File: src/lcs_consts.svh
`ifndef LCS_CONSTS_SVH
`define LCS_CONSTS_SVH
// Behaviour
// - Upper byte first; lower write applies brightness.
// - Outputs 3/4 brightness 13 bits, high 4:0.
// - Outputs 2-4 current level plain 8-bit RW.
// - Config bits 6:4 pick 25 to 150 mA.
// - Config bit 3 selects linear or smooth transition.
// - Config bits 2:0 pick ramp time 0-511 ms.
// - Config register loaded from non-volatile storage.
// - Status bit 3 low while ramping, high done.
// - Status bit 2 high when thermistor absent.
// - Status bit 1 high on sensor low limit.
// - Status bit 0 high on sensor high limit.
// - Fault bit 6 flags input overvoltage.
// - Fault bit 5 flags input undervoltage lockout.
// - Fault bit 4 flags thermal shutdown.
// - Fault bit 3 flags converter overcurrent.
// - Fault bit 2 flags converter output overvoltage.
// - Fault bit 1 flags input switch overcurrent.
// - Fault bit 0 flags pump output too low.
// - Writing one to clear bit clears faults.

// ----------------------------------------
// Register offsets
// ----------------------------------------
`define LCS_ADDR_OUT2_CUR 8'h06
`define LCS_ADDR_OUT3_HI 8'h07
`define LCS_ADDR_OUT3_LO 8'h08
`define LCS_ADDR_OUT3_CUR 8'h09
`define LCS_ADDR_OUT4_HI 8'h0a
`define LCS_ADDR_OUT4_LO 8'h0b
`define LCS_ADDR_OUT4_CUR 8'h0c
`define LCS_ADDR_CFG 8'h0d
`define LCS_ADDR_STATUS 8'h0e
`define LCS_ADDR_FAULT 8'h0f
`define LCS_ADDR_FCLR 8'h11

// ----------------------------------------
// Fields and reset values
// ----------------------------------------
`define LCS_HI_MSB 4
`define LCS_FCLR_BIT 0
`define LCS_CFG_MSB 6
`define LCS_SMOOTH_BIT 3
`define LCS_RSVD_BIT 7
`define LCS_ST_ABSENT_BIT 2
`define LCS_ST_LOW_BIT 1
`define LCS_ST_HIGH_BIT 0
`define LCS_CFG_RESET 7'h00
`define LCS_BYTE_RESET 8'h00
`define LCS_HI_RESET 5'h00
`define LCS_BRT_RESET 13'h0000
`define LCS_FAULT_RESET 7'h00
`define LCS_STATUS_PAD 4'h0
`define LCS_RSVD1 1'h0
`define LCS_RSVD3 3'h0

// ----------------------------------------
// Current scale table, mA
// ----------------------------------------
`define LCS_MA_0 8'h19
`define LCS_MA_1 8'h1e
`define LCS_MA_2 8'h32
`define LCS_MA_3 8'h3c
`define LCS_MA_4 8'h50
`define LCS_MA_5 8'h64
`define LCS_MA_6 8'h78
`define LCS_MA_7 8'h96

// ----------------------------------------
// Ramp time table, ms
// ----------------------------------------
`define LCS_MS_0 9'h000
`define LCS_MS_1 9'h001
`define LCS_MS_2 9'h002
`define LCS_MS_3 9'h034
`define LCS_MS_4 9'h069
`define LCS_MS_5 9'h0d2
`define LCS_MS_6 9'h13b
`define LCS_MS_7 9'h1ff
`endif

File: src/lcs_pkg.sv
package lcs_pkg;
  typedef struct packed {
    logic [2:0] max_current_range_select;
    logic smooth_ramp_enable;
    logic [2:0] ramp_time_select;
  } lcs_cfg_s;

  typedef struct packed {
    logic thermistor_absent_flag;
    logic ext_sensor_low_limit_flag;
    logic ext_sensor_high_limit_flag;
  } lcs_sense_s;

  typedef struct packed {
    logic input_overvoltage_flag;
    logic input_undervoltage_flag;
    logic overtemperature_shutdown_flag;
    logic converter_overcurrent_flag;
    logic converter_overvoltage_flag;
    logic input_switch_overcurrent_flag;
    logic pump_low_output_flag;
  } lcs_fault_s;
endpackage

File: src/lcs_regs.sv
`include "lcs_consts.svh"

module lcs_regs (
  input wire logic SYS_CLK, // 20 MHz device clock
  input wire logic NRST, // Async reset, active low
  input wire logic CE, // Clock enable, freezes state
  input wire logic [7:0] REG_ADDR, // Register address
  input wire logic [7:0] REG_WDATA, // Write data
  input wire logic REG_WR, // Write strobe, one cycle
  output logic [7:0] REG_RDATA, // Read data of REG_ADDR
  input wire logic NVM_LOAD, // Start-up config load strobe
  input wire logic [7:0] NVM_CFG, // Stored config byte
  input wire logic RAMP_DONE, // Ramp engine finished
  input wire logic EXT_CUR_CTRL_PIN, // External current control enable
  input wire lcs_pkg::lcs_sense_s SENSE_PINS, // Sensor level pins
  input wire lcs_pkg::lcs_fault_s FAULT_PINS, // Protection event pins
  output lcs_pkg::lcs_cfg_s CFG, // Configuration fields
  output logic [7:0] OUT2_CURRENT, // out2_current_level
  output logic [7:0] OUT3_CURRENT, // out3_current_level
  output logic [7:0] OUT4_CURRENT, // out4_current_level
  output logic [12:0] OUT3_BRIGHTNESS, // out3_brightness_level
  output logic [12:0] OUT4_BRIGHTNESS, // out4_brightness_level
  output logic [7:0] MAX_CURRENT_MA, // Full-scale current, mA
  output logic SCALE_ACTIVE, // Scale in force
  output logic [8:0] SLOPE_TIME_MS, // Linear ramp time, ms
  output lcs_pkg::lcs_fault_s FAULTS // Sticky fault flags
);
  import lcs_pkg::*;

  // ----------------------------------------
  // Pin synchronisers
  // ----------------------------------------
  localparam int SYNC_W = 1 + $bits(lcs_sense_s) + $bits(lcs_fault_s);
  logic [SYNC_W-1:0] pins_sync;
  lcs_sense_s sense;
  lcs_fault_s fault_evt;
  logic ext_ctrl;

  lcs_sync #(.WIDTH(SYNC_W)) u_sync (
    .clk(SYS_CLK),
    .nrst(NRST),
    .ce(CE),
    .async_in({EXT_CUR_CTRL_PIN, SENSE_PINS, FAULT_PINS}),
    .sync_out(pins_sync)
  );

  assign {ext_ctrl, sense, fault_evt} = pins_sync;

  // ----------------------------------------
  // Write decode
  // ----------------------------------------
  logic wr_ok;
  logic wr_out3_lo;
  logic wr_out4_lo;
  logic fault_clear;

  assign wr_ok = REG_WR & CE;
  assign wr_out3_lo = wr_ok && (REG_ADDR == `LCS_ADDR_OUT3_LO);
  assign wr_out4_lo = wr_ok && (REG_ADDR == `LCS_ADDR_OUT4_LO);
  assign fault_clear = wr_ok && (REG_ADDR == `LCS_ADDR_FCLR) && REG_WDATA[`LCS_FCLR_BIT];

  // ----------------------------------------
  // Control registers
  // ----------------------------------------
  logic [4:0] out3_hi, out4_hi, next_out3_hi, next_out4_hi;
  logic [7:0] next_out2_cur, next_out3_cur, next_out4_cur;
  logic [12:0] next_out3_brt, next_out4_brt;
  lcs_cfg_s next_cfg;
  lcs_fault_s next_faults;
  logic [7:0] next_max_ma;
  logic [8:0] next_slope_ms;
  logic next_scale_active;

  always_comb begin
    next_out3_hi = out3_hi;
    next_out4_hi = out4_hi;
    next_out2_cur = OUT2_CURRENT;
    next_out3_cur = OUT3_CURRENT;
    next_out4_cur = OUT4_CURRENT;
    next_out3_brt = OUT3_BRIGHTNESS;
    next_out4_brt = OUT4_BRIGHTNESS;
    next_cfg = CFG;
    if (wr_ok) begin
      unique case (REG_ADDR)
        `LCS_ADDR_OUT2_CUR: next_out2_cur = REG_WDATA;
        `LCS_ADDR_OUT3_CUR: next_out3_cur = REG_WDATA;
        `LCS_ADDR_OUT4_CUR: next_out4_cur = REG_WDATA;
        `LCS_ADDR_OUT3_HI: next_out3_hi = REG_WDATA[`LCS_HI_MSB:0];
        `LCS_ADDR_OUT4_HI: next_out4_hi = REG_WDATA[`LCS_HI_MSB:0];
        `LCS_ADDR_OUT3_LO: next_out3_brt = {out3_hi, REG_WDATA};
        `LCS_ADDR_OUT4_LO: next_out4_brt = {out4_hi, REG_WDATA};
        `LCS_ADDR_CFG: next_cfg = REG_WDATA[`LCS_CFG_MSB:0];
        default: ; // Status and fault are read-only
      endcase
    end
    // Start-up load wins over a host write in the same cycle
    if (NVM_LOAD && CE) begin
      next_cfg = NVM_CFG[`LCS_CFG_MSB:0];
    end
  end

  // Faults are sticky; a new event beats a clear in the same cycle
  always_comb begin
    next_faults = FAULTS;
    if (CE) begin
      if (fault_clear) begin
        next_faults = `LCS_FAULT_RESET;
      end
      next_faults = next_faults | fault_evt;
    end
  end

  // Decoded limits follow the config in the same edge
  always_comb begin
    unique case (next_cfg.max_current_range_select)
      3'h0: next_max_ma = `LCS_MA_0;
      3'h1: next_max_ma = `LCS_MA_1;
      3'h2: next_max_ma = `LCS_MA_2;
      3'h3: next_max_ma = `LCS_MA_3;
      3'h4: next_max_ma = `LCS_MA_4;
      3'h5: next_max_ma = `LCS_MA_5;
      3'h6: next_max_ma = `LCS_MA_6;
      3'h7: next_max_ma = `LCS_MA_7;
    endcase
    unique case (next_cfg.ramp_time_select)
      3'h0: next_slope_ms = `LCS_MS_0;
      3'h1: next_slope_ms = `LCS_MS_1;
      3'h2: next_slope_ms = `LCS_MS_2;
      3'h3: next_slope_ms = `LCS_MS_3;
      3'h4: next_slope_ms = `LCS_MS_4;
      3'h5: next_slope_ms = `LCS_MS_5;
      3'h6: next_slope_ms = `LCS_MS_6;
      3'h7: next_slope_ms = `LCS_MS_7;
    endcase
    next_scale_active = ~ext_ctrl;
  end

  always_ff @(posedge SYS_CLK or negedge NRST) begin
    if (!NRST) begin
      out3_hi <= `LCS_HI_RESET;
      out4_hi <= `LCS_HI_RESET;
      OUT2_CURRENT <= `LCS_BYTE_RESET;
      OUT3_CURRENT <= `LCS_BYTE_RESET;
      OUT4_CURRENT <= `LCS_BYTE_RESET;
      OUT3_BRIGHTNESS <= `LCS_BRT_RESET;
      OUT4_BRIGHTNESS <= `LCS_BRT_RESET;
      CFG <= `LCS_CFG_RESET;
      FAULTS <= `LCS_FAULT_RESET;
      MAX_CURRENT_MA <= `LCS_MA_0;
      SLOPE_TIME_MS <= `LCS_MS_0;
      SCALE_ACTIVE <= 1'b0;
    end else if (CE) begin
      out3_hi <= next_out3_hi;
      out4_hi <= next_out4_hi;
      OUT2_CURRENT <= next_out2_cur;
      OUT3_CURRENT <= next_out3_cur;
      OUT4_CURRENT <= next_out4_cur;
      OUT3_BRIGHTNESS <= next_out3_brt;
      OUT4_BRIGHTNESS <= next_out4_brt;
      CFG <= next_cfg;
      FAULTS <= next_faults;
      MAX_CURRENT_MA <= next_max_ma;
      SLOPE_TIME_MS <= next_slope_ms;
      SCALE_ACTIVE <= next_scale_active;
    end
  end

  // ----------------------------------------
  // Read path
  // ----------------------------------------
  logic [7:0] next_rdata;

  always_comb begin
    unique case (REG_ADDR)
      `LCS_ADDR_OUT2_CUR: next_rdata = OUT2_CURRENT;
      `LCS_ADDR_OUT3_HI: next_rdata = {`LCS_RSVD3, out3_hi};
      `LCS_ADDR_OUT3_LO: next_rdata = OUT3_BRIGHTNESS[7:0];
      `LCS_ADDR_OUT3_CUR: next_rdata = OUT3_CURRENT;
      `LCS_ADDR_OUT4_HI: next_rdata = {`LCS_RSVD3, out4_hi};
      `LCS_ADDR_OUT4_LO: next_rdata = OUT4_BRIGHTNESS[7:0];
      `LCS_ADDR_OUT4_CUR: next_rdata = OUT4_CURRENT;
      `LCS_ADDR_CFG: next_rdata = {`LCS_RSVD1, CFG};
      `LCS_ADDR_STATUS: next_rdata = {`LCS_STATUS_PAD, RAMP_DONE, sense};
      `LCS_ADDR_FAULT: next_rdata = {`LCS_RSVD1, FAULTS};
      default: next_rdata = `LCS_BYTE_RESET; // Clear register is write-only
    endcase
  end

  always_ff @(posedge SYS_CLK or negedge NRST) begin
    if (!NRST) begin
      REG_RDATA <= `LCS_BYTE_RESET;
    end else if (CE) begin
      REG_RDATA <= next_rdata;
    end
  end

  // ----------------------------------------
  // Checks
  // ----------------------------------------
  bright_apply_a: assert property (@(posedge SYS_CLK) disable iff (!NRST)
    wr_out3_lo |=> OUT3_BRIGHTNESS == {$past(out3_hi), $past(REG_WDATA)})
    else $error("out3 brightness not applied on low write");

  bright_hold_a: assert property (@(posedge SYS_CLK) disable iff (!NRST)
    (wr_ok && REG_ADDR == `LCS_ADDR_OUT4_HI) |=> $stable(OUT4_BRIGHTNESS))
    else $error("out4 brightness changed on high write");

  cur_write_a: assert property (@(posedge SYS_CLK) disable iff (!NRST)
    (wr_ok && REG_ADDR == `LCS_ADDR_OUT2_CUR && !(NVM_LOAD && CE)) |=> OUT2_CURRENT == $past(REG_WDATA))
    else $error("out2 current not written");

  scale_map_a: assert property (@(posedge SYS_CLK) disable iff (!NRST)
    (CFG.max_current_range_select == 3'h7) |-> MAX_CURRENT_MA == `LCS_MA_7)
    else $error("current scale decode wrong");

  slope_map_a: assert property (@(posedge SYS_CLK) disable iff (!NRST)
    (CFG.ramp_time_select == 3'h3) |-> SLOPE_TIME_MS == `LCS_MS_3)
    else $error("ramp time decode wrong");

  cfg_load_a: assert property (@(posedge SYS_CLK) disable iff (!NRST)
    (NVM_LOAD && CE) |=> CFG == $past(NVM_CFG[`LCS_CFG_MSB:0]))
    else $error("config not loaded from storage");

  ramp_read_a: assert property (@(posedge SYS_CLK) disable iff (!NRST)
    (CE && REG_ADDR == `LCS_ADDR_STATUS) |=> REG_RDATA[3] == $past(RAMP_DONE))
    else $error("ramp status misread");

  fault_sticky_a: assert property (@(posedge SYS_CLK) disable iff (!NRST)
    (CE && fault_evt.overtemperature_shutdown_flag) |=> FAULTS.overtemperature_shutdown_flag [*1] ##1
    (FAULTS.overtemperature_shutdown_flag || $past(fault_clear)))
    else $error("thermal fault not held");

  fault_clear_a: assert property (@(posedge SYS_CLK) disable iff (!NRST)
    (fault_clear && fault_evt == `LCS_FAULT_RESET) |=> FAULTS == `LCS_FAULT_RESET)
    else $error("faults not cleared");

  ro_write_a: assert property (@(posedge SYS_CLK) disable iff (!NRST)
    (wr_ok && REG_ADDR == `LCS_ADDR_FAULT && fault_evt == `LCS_FAULT_RESET) |=> $stable(FAULTS))
    else $error("fault register changed by write");

  hi_stage_a: assert property (@(posedge SYS_CLK) disable iff (!NRST)
    (wr_ok && REG_ADDR == `LCS_ADDR_OUT4_HI) |=> out4_hi == $past(REG_WDATA[`LCS_HI_MSB:0]))
    else $error("out4 high byte not staged");

  hi_read_a: assert property (@(posedge SYS_CLK) disable iff (!NRST)
    (CE && REG_ADDR == `LCS_ADDR_OUT3_HI) |=> REG_RDATA[`LCS_RSVD_BIT:`LCS_HI_MSB + 1] == `LCS_RSVD3)
    else $error("high byte reserved bits not zero");

  cur3_write_a: assert property (@(posedge SYS_CLK) disable iff (!NRST)
    (wr_ok && REG_ADDR == `LCS_ADDR_OUT3_CUR) |=> OUT3_CURRENT == $past(REG_WDATA))
    else $error("out3 current not written");

  cur4_write_a: assert property (@(posedge SYS_CLK) disable iff (!NRST)
    (wr_ok && REG_ADDR == `LCS_ADDR_OUT4_CUR) |=> OUT4_CURRENT == $past(REG_WDATA))
    else $error("out4 current not written");

  scale_gate_a: assert property (@(posedge SYS_CLK) disable iff (!NRST)
    CE |=> SCALE_ACTIVE == !$past(ext_ctrl))
    else $error("scale enable does not follow control pin");

  smooth_write_a: assert property (@(posedge SYS_CLK) disable iff (!NRST)
    (wr_ok && REG_ADDR == `LCS_ADDR_CFG && !(NVM_LOAD && CE)) |=>
    CFG.smooth_ramp_enable == $past(REG_WDATA[`LCS_SMOOTH_BIT]))
    else $error("transition style not written");

  absent_read_a: assert property (@(posedge SYS_CLK) disable iff (!NRST)
    (CE && REG_ADDR == `LCS_ADDR_STATUS) |=> REG_RDATA[`LCS_ST_ABSENT_BIT] == $past(sense.thermistor_absent_flag))
    else $error("thermistor status misread");

  low_read_a: assert property (@(posedge SYS_CLK) disable iff (!NRST)
    (CE && REG_ADDR == `LCS_ADDR_STATUS) |=> REG_RDATA[`LCS_ST_LOW_BIT] == $past(sense.ext_sensor_low_limit_flag))
    else $error("low limit status misread");

  high_read_a: assert property (@(posedge SYS_CLK) disable iff (!NRST)
    (CE && REG_ADDR == `LCS_ADDR_STATUS) |=> REG_RDATA[`LCS_ST_HIGH_BIT] == $past(sense.ext_sensor_high_limit_flag))
    else $error("high limit status misread");

  in_ov_set_a: assert property (@(posedge SYS_CLK) disable iff (!NRST)
    (CE && fault_evt.input_overvoltage_flag) |=> FAULTS.input_overvoltage_flag)
    else $error("input overvoltage flag not set");

  in_uv_set_a: assert property (@(posedge SYS_CLK) disable iff (!NRST)
    (CE && fault_evt.input_undervoltage_flag) |=> FAULTS.input_undervoltage_flag)
    else $error("input undervoltage flag not set");

  conv_oc_set_a: assert property (@(posedge SYS_CLK) disable iff (!NRST)
    (CE && fault_evt.converter_overcurrent_flag) |=> FAULTS.converter_overcurrent_flag)
    else $error("converter overcurrent flag not set");

  conv_ov_set_a: assert property (@(posedge SYS_CLK) disable iff (!NRST)
    (CE && fault_evt.converter_overvoltage_flag) |=> FAULTS.converter_overvoltage_flag)
    else $error("converter overvoltage flag not set");

  sw_oc_set_a: assert property (@(posedge SYS_CLK) disable iff (!NRST)
    (CE && fault_evt.input_switch_overcurrent_flag) |=> FAULTS.input_switch_overcurrent_flag)
    else $error("input switch flag not set");

  pump_low_set_a: assert property (@(posedge SYS_CLK) disable iff (!NRST)
    (CE && fault_evt.pump_low_output_flag) |=> FAULTS.pump_low_output_flag)
    else $error("pump output flag not set");

  rsvd_read_a: assert property (@(posedge SYS_CLK) disable iff (!NRST)
    (CE && REG_ADDR == `LCS_ADDR_FAULT) |=> REG_RDATA[`LCS_RSVD_BIT] == `LCS_RSVD1)
    else $error("fault reserved bit not zero");
endmodule

File: src/lcs_sync.sv
module lcs_sync #(
  parameter int WIDTH = 1
) (
  input wire logic clk, // Device clock
  input wire logic nrst, // Async reset, active low
  input wire logic ce, // Clock enable
  input wire logic [WIDTH-1:0] async_in, // Pins from analog side
  output logic [WIDTH-1:0] sync_out // Two-flop synchronised
);
  logic [WIDTH-1:0] stage1;

  genvar i;
  generate
    for (i = 0; i < WIDTH; i++) begin : g_bit
      always_ff @(posedge clk or negedge nrst) begin
        if (!nrst) begin
          stage1[i] <= 1'b0;
          sync_out[i] <= 1'b0;
        end else if (ce) begin
          stage1[i] <= async_in[i];
          sync_out[i] <= stage1[i];
        end
      end
    end
  endgenerate
endmodule
File: config.mk
export PLATFORM = sky130hd
export DESIGN_NAME = lcs_regs
export DESIGN_NICKNAME = d
export VERILOG_FILES = /design/src/lcs_pkg.sv /design/src/lcs_regs.sv /design/src/lcs_sync.sv
export VERILOG_INCLUDE_DIRS = /design/src
export SDC_FILE = /design/constraint.sdc
export NUM_CORES = 1
export LEC_CHECK = 0
export BUFFER_PORTS_ARGS = -buffer_cell sky130_fd_sc_hd__buf_4
export CORE_MARGIN = 2
export CORE_UTILIZATION = 54
export CTS_CLUSTER_DIAMETER = 40
export DETAILED_ROUTE_END_ITERATION = 7
export PLACE_DENSITY = 0.77
export SLEW_MARGIN = 20
export SYNTH_ARGS = -nofsm -noshare
export SYNTH_HDL_FRONTEND = slang
export SYNTH_SLANG_ARGS = --single-unit
File: constraint.sdc
create_clock -name SYS_CLK -period 1.5 [get_ports SYS_CLK]
set_input_delay 0.075 -clock SYS_CLK [delete_from_list [all_inputs] [get_ports SYS_CLK]]
set_output_delay 0.075 -clock SYS_CLK [all_outputs]
set_load 0.01 [all_outputs]
==> results of run 1 <==
## metal layers
layer / part of all wire / wire length (um)
met5: 0 / 0
met4: 0.031 / 534
met3: 0.074 / 1260
met2: 0.50 / 8630
met1: 0.39 / 6730
## cells in the mapped netlist (10+ instances only)
library cell,instances,area [um2]
sky130_fd_sc_hd__nor2_1,19,71.3
sky130_fd_sc_hd__mux2_2,86,968
sky130_fd_sc_hd__mux2i_1,11,110
sky130_fd_sc_hd__inv_1,23,86.3
sky130_fd_sc_hd__o21ai_0,15,75.1
sky130_fd_sc_hd__clkbuf_1,15,56.3
sky130_fd_sc_hd__a22oi_1,12,90.1
sky130_fd_sc_hd__o22ai_1,10,62.6
sky130_fd_sc_hd__nand3_1,15,75.1
sky130_fd_sc_hd__dfrtp_1,118,2950
sky130_fd_sc_hd__nand2_1,11,41.3
## area by class of cell
type / count / area share
flip-flops and latches: 121 / 0.364
multi-input cells: 271 / 0.300
repair buffers: 238 / 0.231
clock buffers: 22 / 0.0544
clock inverters: 10 / 0.0201
well taps: 133 / 0.0200
inverters: 23 / 0.0104
## final timing paths
check / to / slack (ps)
setup / recovery: REG_RDATA[7]$_DFFE_PN0P_ / 30
min in group asynchronous: u_sync.stage1[4]$_DFFE_PN0P_ / 20
hold / removal: CFG[5]$_DFFE_PN0P_ / 6
setup reg to reg: REG_RDATA[7]$_DFFE_PN0P_ / 30
max in group asynchronous: out4_hi[4]$_DFFE_PN0P_ / 930
hold reg to reg: SCALE_ACTIVE$_DFFE_PN0P_ / 460
## worst register-to-register path: stages (launching register included)
cell and delay [ps]:
sky130_fd_sc_hd__dfrtp_1 410, sky130_fd_sc_hd__mux2i_1 250, sky130_fd_sc_hd__nor4_1 90, sky130_fd_sc_hd__a221o_1 290, sky130_fd_sc_hd__a31oi_1 190, sky130_fd_sc_hd__o22ai_1 100
## layout by cell type (no fill, tap or decap), drive strengths merged, types with 3 or more instances in the layout
cell | Yosys | final
buf | 11 | 211
dfrtp | 118 | 118
mux2 | 90 | 90
dlygate4sd3 | 0 | 27
inv | 23 | 23
nor2 | 22 | 22
clkbuf | 15 | 22
nand3 | 16 | 16
o21ai | 16 | 16
nand2 | 13 | 13
a22oi | 12 | 12
mux2i | 11 | 11
o22ai | 10 | 10
a22o | 8 | 8
nand2b | 8 | 8
a21oi | 7 | 7
a31oi | 6 | 6
nand4 | 5 | 5
ha | 5 | 5
clkinv | 0 | 5
a211oi | 4 | 4
bufinv | 0 | 4
dfstp | 3 | 3
and2 | 3 | 3
a221oi | 3 | 3
nor4 | 3 | 3
## cells by family (layout without fill, tap and decap cells)
family | count (synthesis) | count (layout) | synth area share
mux | 103 | 103 | 0.211
flops | 121 | 121 | 0.548
xor+xnor | 1 | 1 | 0.00158
simple gates | 83 | 83 | 0.0841
compound gates | 79 | 79 | 0.109
buf+inv | 49 | 293 | 0.0355
fa+ha+maj | 5 | 5 | 0.0113
## through the flow
step,instance area [um2],setup TNS (ps),setup slack (ps),instances,utilization
after floorplan,5760,-9350,-310,441,-
after global placement,7370,-23680,-395,754,0.747
after detailed placement,7370,-26310,-476,754,0.747
after CTS,8260,0,7.52,813,0.838
after global routing,8320,-112,-41.1,818,0.844
final,8320,0,32.0,818,0.844
## repair_timing
action / in CTS / in global routing
pin swaps: 1 / 2
setup endpoints to repair: 1 / 5
cloned: 0 / 0
hold endpoints to repair: 181 / 0
resized for setup: 1 / 4
setup buffers: 0 / 6
hold buffers: 27 / 0
## sequential cells by signal, indices dropped and copies added, names as in the netlist
register         count
CFG                  6
FAULTS               7
MAX_CURRENT_MA       8
OUT2_CURRENT         8
OUT3_BRIGHTNESS     13
OUT3_CURRENT         8
OUT4_BRIGHTNESS     13
OUT4_CURRENT         8
REG_RDATA            8
SCALE_ACTIVE         1
SLOPE_TIME_MS        9
out3_hi              5
out4_hi              5
u_sync.stage1       11
u_sync.sync_out     11
## power breakdown
group	internal, uW	switching [uW]
clock network	2790	1520
logic	724	627
registers	3490	167
total	7010	2310
==> run summary, run 1 <==
• 3 — crit path max fanout
• 4 — CTS H-tree depth
• 535 — filler cell count in the final layout
• completed — status
• 0.533 — fraction of layout instances using a drive strength above 1
• 5 — Worst path depth
• 0 — Finish-stage setup viols
• OUT3_CURRENT[7]$_DFFE_PN0P_ — source of the critical timing path
• 1880 ps — Data arrival, critical path
• 0 — yosys warns
• 0.323 — global-route total usage across every layer
• 1470 ps — min Tclk post-route
• 5 — router iterations before antenna repair
• 0.703 — Max-Slew Margin vs Limit
• 50.4% — synthesis-to-finish area growth
• 550 ps — clk_lat worst skew
• 36 — cell row count
• 129 — number of buffer cells added on primary ports
• 989 uV — maximum vdd ir drop
• 0.413 — fraction of met1 tracks used by global routing
• 60 ps — clock-pin slew reported for the worst setup and hold paths after clock tree synthesis
• 410 ps — highest cell delay on the worst timing path
• 1910 ps — Worst Path Required
• 38 — pin count of the biggest net entering global routing
• 4659 — Vias
• 0 — number of antenna violations at the first check in global routing
• flop — nature of the critical path endpoint
• 6.45 ps — clock tree skew after final layout
• 121 — Sink Count
• 446 ps — Worst Tran Pin Value
• 0.0111 mm2 — die area
• 6.13 ps — hold slack
• 0 — DRC violations left
• 0.00250 mm2 — multi-input gate area in the final layout
• 131 — count of boundary I/O pins
• compound AO/OA/AOI/OAI gates — gate family responsible for the most delay along the worst path
• 0.517 — grt met2 use
• true — unrepaired setup endpoints after global routing
• 0.895 — RD Place Congestion
• sky130_fd_sc_hd__dfrtp_1 — library cell contributing the largest single delay on the critical path
• 17200 um — final routed wirelength across all metal layers
• 0.548 — sequential area share after synthesis
• OUT3_CURRENT[7]$_DFFE_PN0P_ — launch instance of the worst register-to-register path
• 0 — number of maximum-capacitance violations
• sky130_fd_sc_hd__clkbuf_8 — clock tree root buffer cell
• 718 — number of nets in the finished design
• 0 — hold violation total from the final report
• 27000 um — wire length of the first global-routing pass
• 0 — count of flip-flops with a built-in enable after synthesis
• 0.561 — Initial Utilization
• 9320 uW — Power Total
• 0 — Routed Antenna Nets
• 5 — Worst Reg-to-Reg Cells
• 1.00 — proportion of register bits with asynchronous set or reset after synthesis
• 0.979 — final worst path period share
• NVM_CFG[5] — startpoint of the tightest hold check path
• 105 um — Die H
• 4935 — via count of the first global-routing pass
• 0.00303 mm2 — area taken by flip-flops and latches
• built — TritonCTS clock tree
• reg2reg — critical setup path kind
• sky130_fd_sc_hd__dfrtp_1 — ys flop type
• met2 — most congested layer reported by global routing
• mux2i_1, nor4_1, a221o_1, a31oi_1, o22ai_1 — cell-by-cell listing of the critical path
• 2 — maximum clock insertion buffer count
• 1120 mW/mm2 — pwr dens
• 105 um — DIE WIDTH
• 0 — final count of pins violating max slew
• in2reg — hold crit path type
• 0 — residual overflow from global routing
• 11700 um — final HPWL from detailed placement
• 121 — count of state elements after synthesis
• 441 — synthesized instance count
• 0.00554 mm2 — synthesized area
• 0.00404 uW — P_leak
• 21.0 um — average wire per standard cell
• 5 — number of stages on the worst hold path
• 5.70 — vias per inst
• 0 — number of buffers and inverters on the critical path
• 0 — Antenna Cells
• 681 MHz — maximum operating frequency
• 487 — net count after synthesis
• 289 — initial detailed-routing violation count
• 17 — cts bufs inserted
• flop — CP startpoint kind
• 56 — Unique masters post-synth
• 0.0983 — met3 layer usage reported by global route
• 12.6 um2 — Mean Syn Cell Area
• 0.00986 mm2 — area inside the core boundary
No activity file was read; power rests on OpenSTA's default activity.
==> inputs of run 2 (changes only) <==
Settings changed: SLEW_MARGIN 20 to default, SYNTH_HIERARCHICAL from default to 1.
==> run 2 against run 1 <==
Effect of this change: the flow now finishes with violations (setup timing); synthesized cell count rose by 3.6%; core utilization fell by 2.0 points; combinational power barely moved; flip-flop and latch count did not move; clock skew hardly changed; fmax is 7.6% lower; hold slack improved by 28 ps; routed wire length is 3.1% higher.
==> run summary, run 2 <==
• 357 — initial detailed-routing violation count, +24%
• 0.0102 mm2 — area inside the core boundary, +3.2%
• -926 ps — total negative slack, -926 ps
• 12.3 um2 — Mean Syn Cell Area, -2.4%
• 17700 um — final routed wirelength across all metal layers, +3.1%
• 0 — hold violation total from the final report, unchanged
• 0.0112 mm2 — die area, +1.1%
• in2reg — critical setup path kind
• 1900 ps — Worst Path Required, about the same
• 0 — number of maximum-capacitance violations, unchanged
• 21.0 um — average wire per standard cell, +0.32%
• 4 — CTS H-tree depth, unchanged
• sky130_fd_sc_hd__or4_4 — library cell contributing the largest single delay on the critical path
• 0 — count of flip-flops with a built-in enable after synthesis, unchanged
• 0.00410 uW — P_leak, +1.5%
• 2 — maximum clock insertion buffer count, unchanged
• 738 — number of nets in the finished design, +2.8%
• -88.9 ps — worst setup margin, -121 ps
• sky130_fd_sc_hd__dfrtp_1 — ys flop type
• 27300 um — wire length of the first global-routing pass, +0.79%
• 42 — pin count of the biggest net entering global routing, +11%
• 57 — Unique masters post-synth, +1.8%
• 687 uV — maximum vdd ir drop, -31%
• 1990 ps — Data arrival, critical path, +110 ps
• 0 — Antenna Cells, unchanged
• built — TritonCTS clock tree
• 5.85 — vias per inst, +2.8%
• 4922 — Vias, +5.6%
• true — unrepaired setup endpoints after global routing
• 1.00 — proportion of register bits with asynchronous set or reset after synthesis, unchanged
• 0 — residual overflow from global routing, unchanged
• 503 — net count after synthesis, +3.3%
• complete, but fails checks — status
• 0 — Routed Antenna Nets, unchanged
• 49.8% — synthesis-to-finish area growth
• setup timing — violations in the final reports
• 0 — DRC violations left, unchanged
• sky130_fd_sc_hd__dfrtp_1 (53%), sky130_fd_sc_hd__mux2_2 (12%), sky130_fd_sc_hd__mux2_1 (6.2%) — top post-synthesis cells by area
• 1070 mW/mm2 — pwr dens, -4.8%
• 60 ps — clock-pin slew reported for the worst setup and hold paths after clock tree synthesis, about the same
• 510 ps — clk_lat worst skew, -40 ps
• 121 — Sink Count, unchanged
• input port — CP startpoint kind
• 129 — number of buffer cells added on primary ports, unchanged
• 0.541 — sequential area share after synthesis, -0.00624
• 5 — router iterations before antenna repair, unchanged
• sky130_fd_sc_hd__dfrtp_1 (118), sky130_fd_sc_hd__mux2_2 (58), sky130_fd_sc_hd__mux2_1 (31) — top post-synthesis cells by count
• 0.550 — Initial Utilization, -0.0114
• 6 — yosys warns, +6
• 457 — synthesized instance count, +3.6%
• 15 — Finish-stage setup viols, +15
• 0.527 — fraction of post-synthesis cell area in the top cell type by area, -0.00608
• sky130_fd_sc_hd__dfrtp_1 — biggest area consumer among synthesized cells
• 8 — crit path max fanout, +5
• 502 ps — Worst Tran Pin Value, +55.7 ps
• 106 um — Die H, +0.56%
• in2reg — hold crit path type
• sky130_fd_sc_hd__clkbuf_8 — clock tree root buffer cell
• 1.06 — final worst path period share, +0.0806
• 590 ps — highest cell delay on the worst timing path, +180 ps
• 106 um — DIE WIDTH, +0.56%
• 121 — count of state elements after synthesis, unchanged
• 1590 ps — min Tclk post-route, +121 ps
• -539 ps — Placement Setup Slack, -63.0 ps
• sky130_fd_sc_hd__buf_4 — commonest non-fill, non-tap cell in the layout
• 0.323 — global-route total usage across every layer, -0.000463
• 629 MHz — maximum operating frequency, -7.6%
• 0.662 — Max-Slew Margin vs Limit, -0.0407
• 12100 um — final HPWL from detailed placement, +3.3%
• 0.929 — RD Place Congestion, +3.9%
• 0 — final count of pins violating max slew, unchanged
• 0.522 — fraction of layout instances using a drive strength above 1, -0.0109
• sky130_fd_sc_hd__buf_4 (212), sky130_fd_sc_hd__dfrtp_1 (117), sky130_fd_sc_hd__mux2_2 (58), sky130_fd_sc_hd__dlygate4sd3_1 (26), sky130_fd_sc_hd__nand2_1 (22) — commonest cells after routing, fill and taps aside
• 4980 — via count of the first global-routing pass, +0.91%
• buf_8, or4_4, buf_12, nor3_4, nand4_1, buf_6, mux2_4 — cell-by-cell listing of the critical path
• 612 — filler cell count in the final layout, +14%
• 6.33 ps — clock tree skew after final layout, -0.122 ps
• 17 — cts bufs inserted, unchanged
• 0 — number of antenna violations at the first check in global routing, unchanged
• OUT3_BRIGHTNESS (13), OUT4_BRIGHTNESS (13) — biggest registers after layout
• 37 — cell row count, +2.8%
• 0.00560 mm2 — synthesized area, +1.2%
• 131 — count of boundary I/O pins, unchanged
• sky130_fd_sc_hd__dfrtp_1 — most common cell in the netlist
• flop — nature of the critical path endpoint
-- run 2: final timing paths --
check | from | end | slack (ps) | depth (start not counted)
max in group asynchronous | NRST | MAX_CURRENT_MA[3]$_DFFE_PN1P_ | 790 | 3
min in group asynchronous | NRST | OUT4_CURRENT[3]$_DFFE_PN0P_ | 40 | 2
max | REG_ADDR[6] | OUT3_BRIGHTNESS[4]$_DFFE_PN0P_ | -90 | 7
min reg2reg | u_sync/sync_out[10]$_DFFE_PN0P_ | SCALE_ACTIVE$_DFFE_PN0P_ | 450 | 1
min | NVM_CFG[6] | MAX_CURRENT_MA[5]$_DFFE_PN0P_ | 30 | 5
max reg2reg | CFG[2]$_DFFE_PN0P_ | REG_RDATA[2]$_DFFE_PN0P_ | -20 | 5
-- run 2: kinds of logic after synthesis --
| group | after synthesis | share of synthesized area |
|---|---|---|
| flip-flops | 121 | 0.541 |
| multiplexers | 101 | 0.203 |
| AO/OA/AOI/OAI | 91 | 0.117 |
| adder cells (fa/ha/maj) | 5 | 0.0112 |
| buffers and inverters | 44 | 0.0357 |
| AND/OR/NAND/NOR | 95 | 0.0923 |
-- run 2: area by class of cell --
cell class                 instances  area [um2]  area share
sequential                       121        3030       0.362
multi-input combinational        292        2570       0.307
timing repair buffer             246        1980       0.236
clock buffer                      17         414      0.0494
tap                              136         170      0.0203
clock inverter                    15         164      0.0195
inverter                          14        52.6     0.00627
-- run 2: critical path: cells and delay by family --
| family | cells | cell delay [ps] |
|---|---|---|
| buffers and inverters | 3 | 500 |
| muxes | 1 | 310 |
| and+or+nand+nor | 3 | 1100 |
-- run 2: report_power, final --
group / switching (uW) / total (uW) / internal (uW)
Clock: 1580 / 3970 / 2390
Sequential: 159 / 3640 / 3480
Combinational: 641 / 1330 / 688
Total: 2380 / 8940 / 6560
-- run 2: layer usage --
layer  GRT usage  share of wire
met3      0.0544          0.057
met4       0.159          0.036
met2       0.518           0.49
met5           0              0
met1       0.427           0.41
-- run 2: what timing repair did --
action / in CTS / in global routing
hold endpoints to repair: 184 / 0
resized for setup: 1 / 25
endpoints found under the setup margin: 2 / 44
setup buffers: 0 / 4
hold buffers: 26 / 0
pin swaps: 1 / 10
-- run 2: per-stage QoR --
stage / cell area [um2] / hold slack (ps) / utilization / std cells / total power (uW)
2_1_floorplan: 5730 / -221 / - / 457 / 4180
3_3_place_gp: 7400 / 23.3 / 0.727 / 779 / 4860
3_5_place_dp: 7400 / 26.0 / 0.727 / 779 / 4900
4_1_cts: 8250 / 20.0 / 0.810 / 837 / 8910
5_1_grt: 8390 / 63.7 / 0.823 / 841 / 9230
6_report: 8390 / 34.3 / 0.823 / 841 / 8940
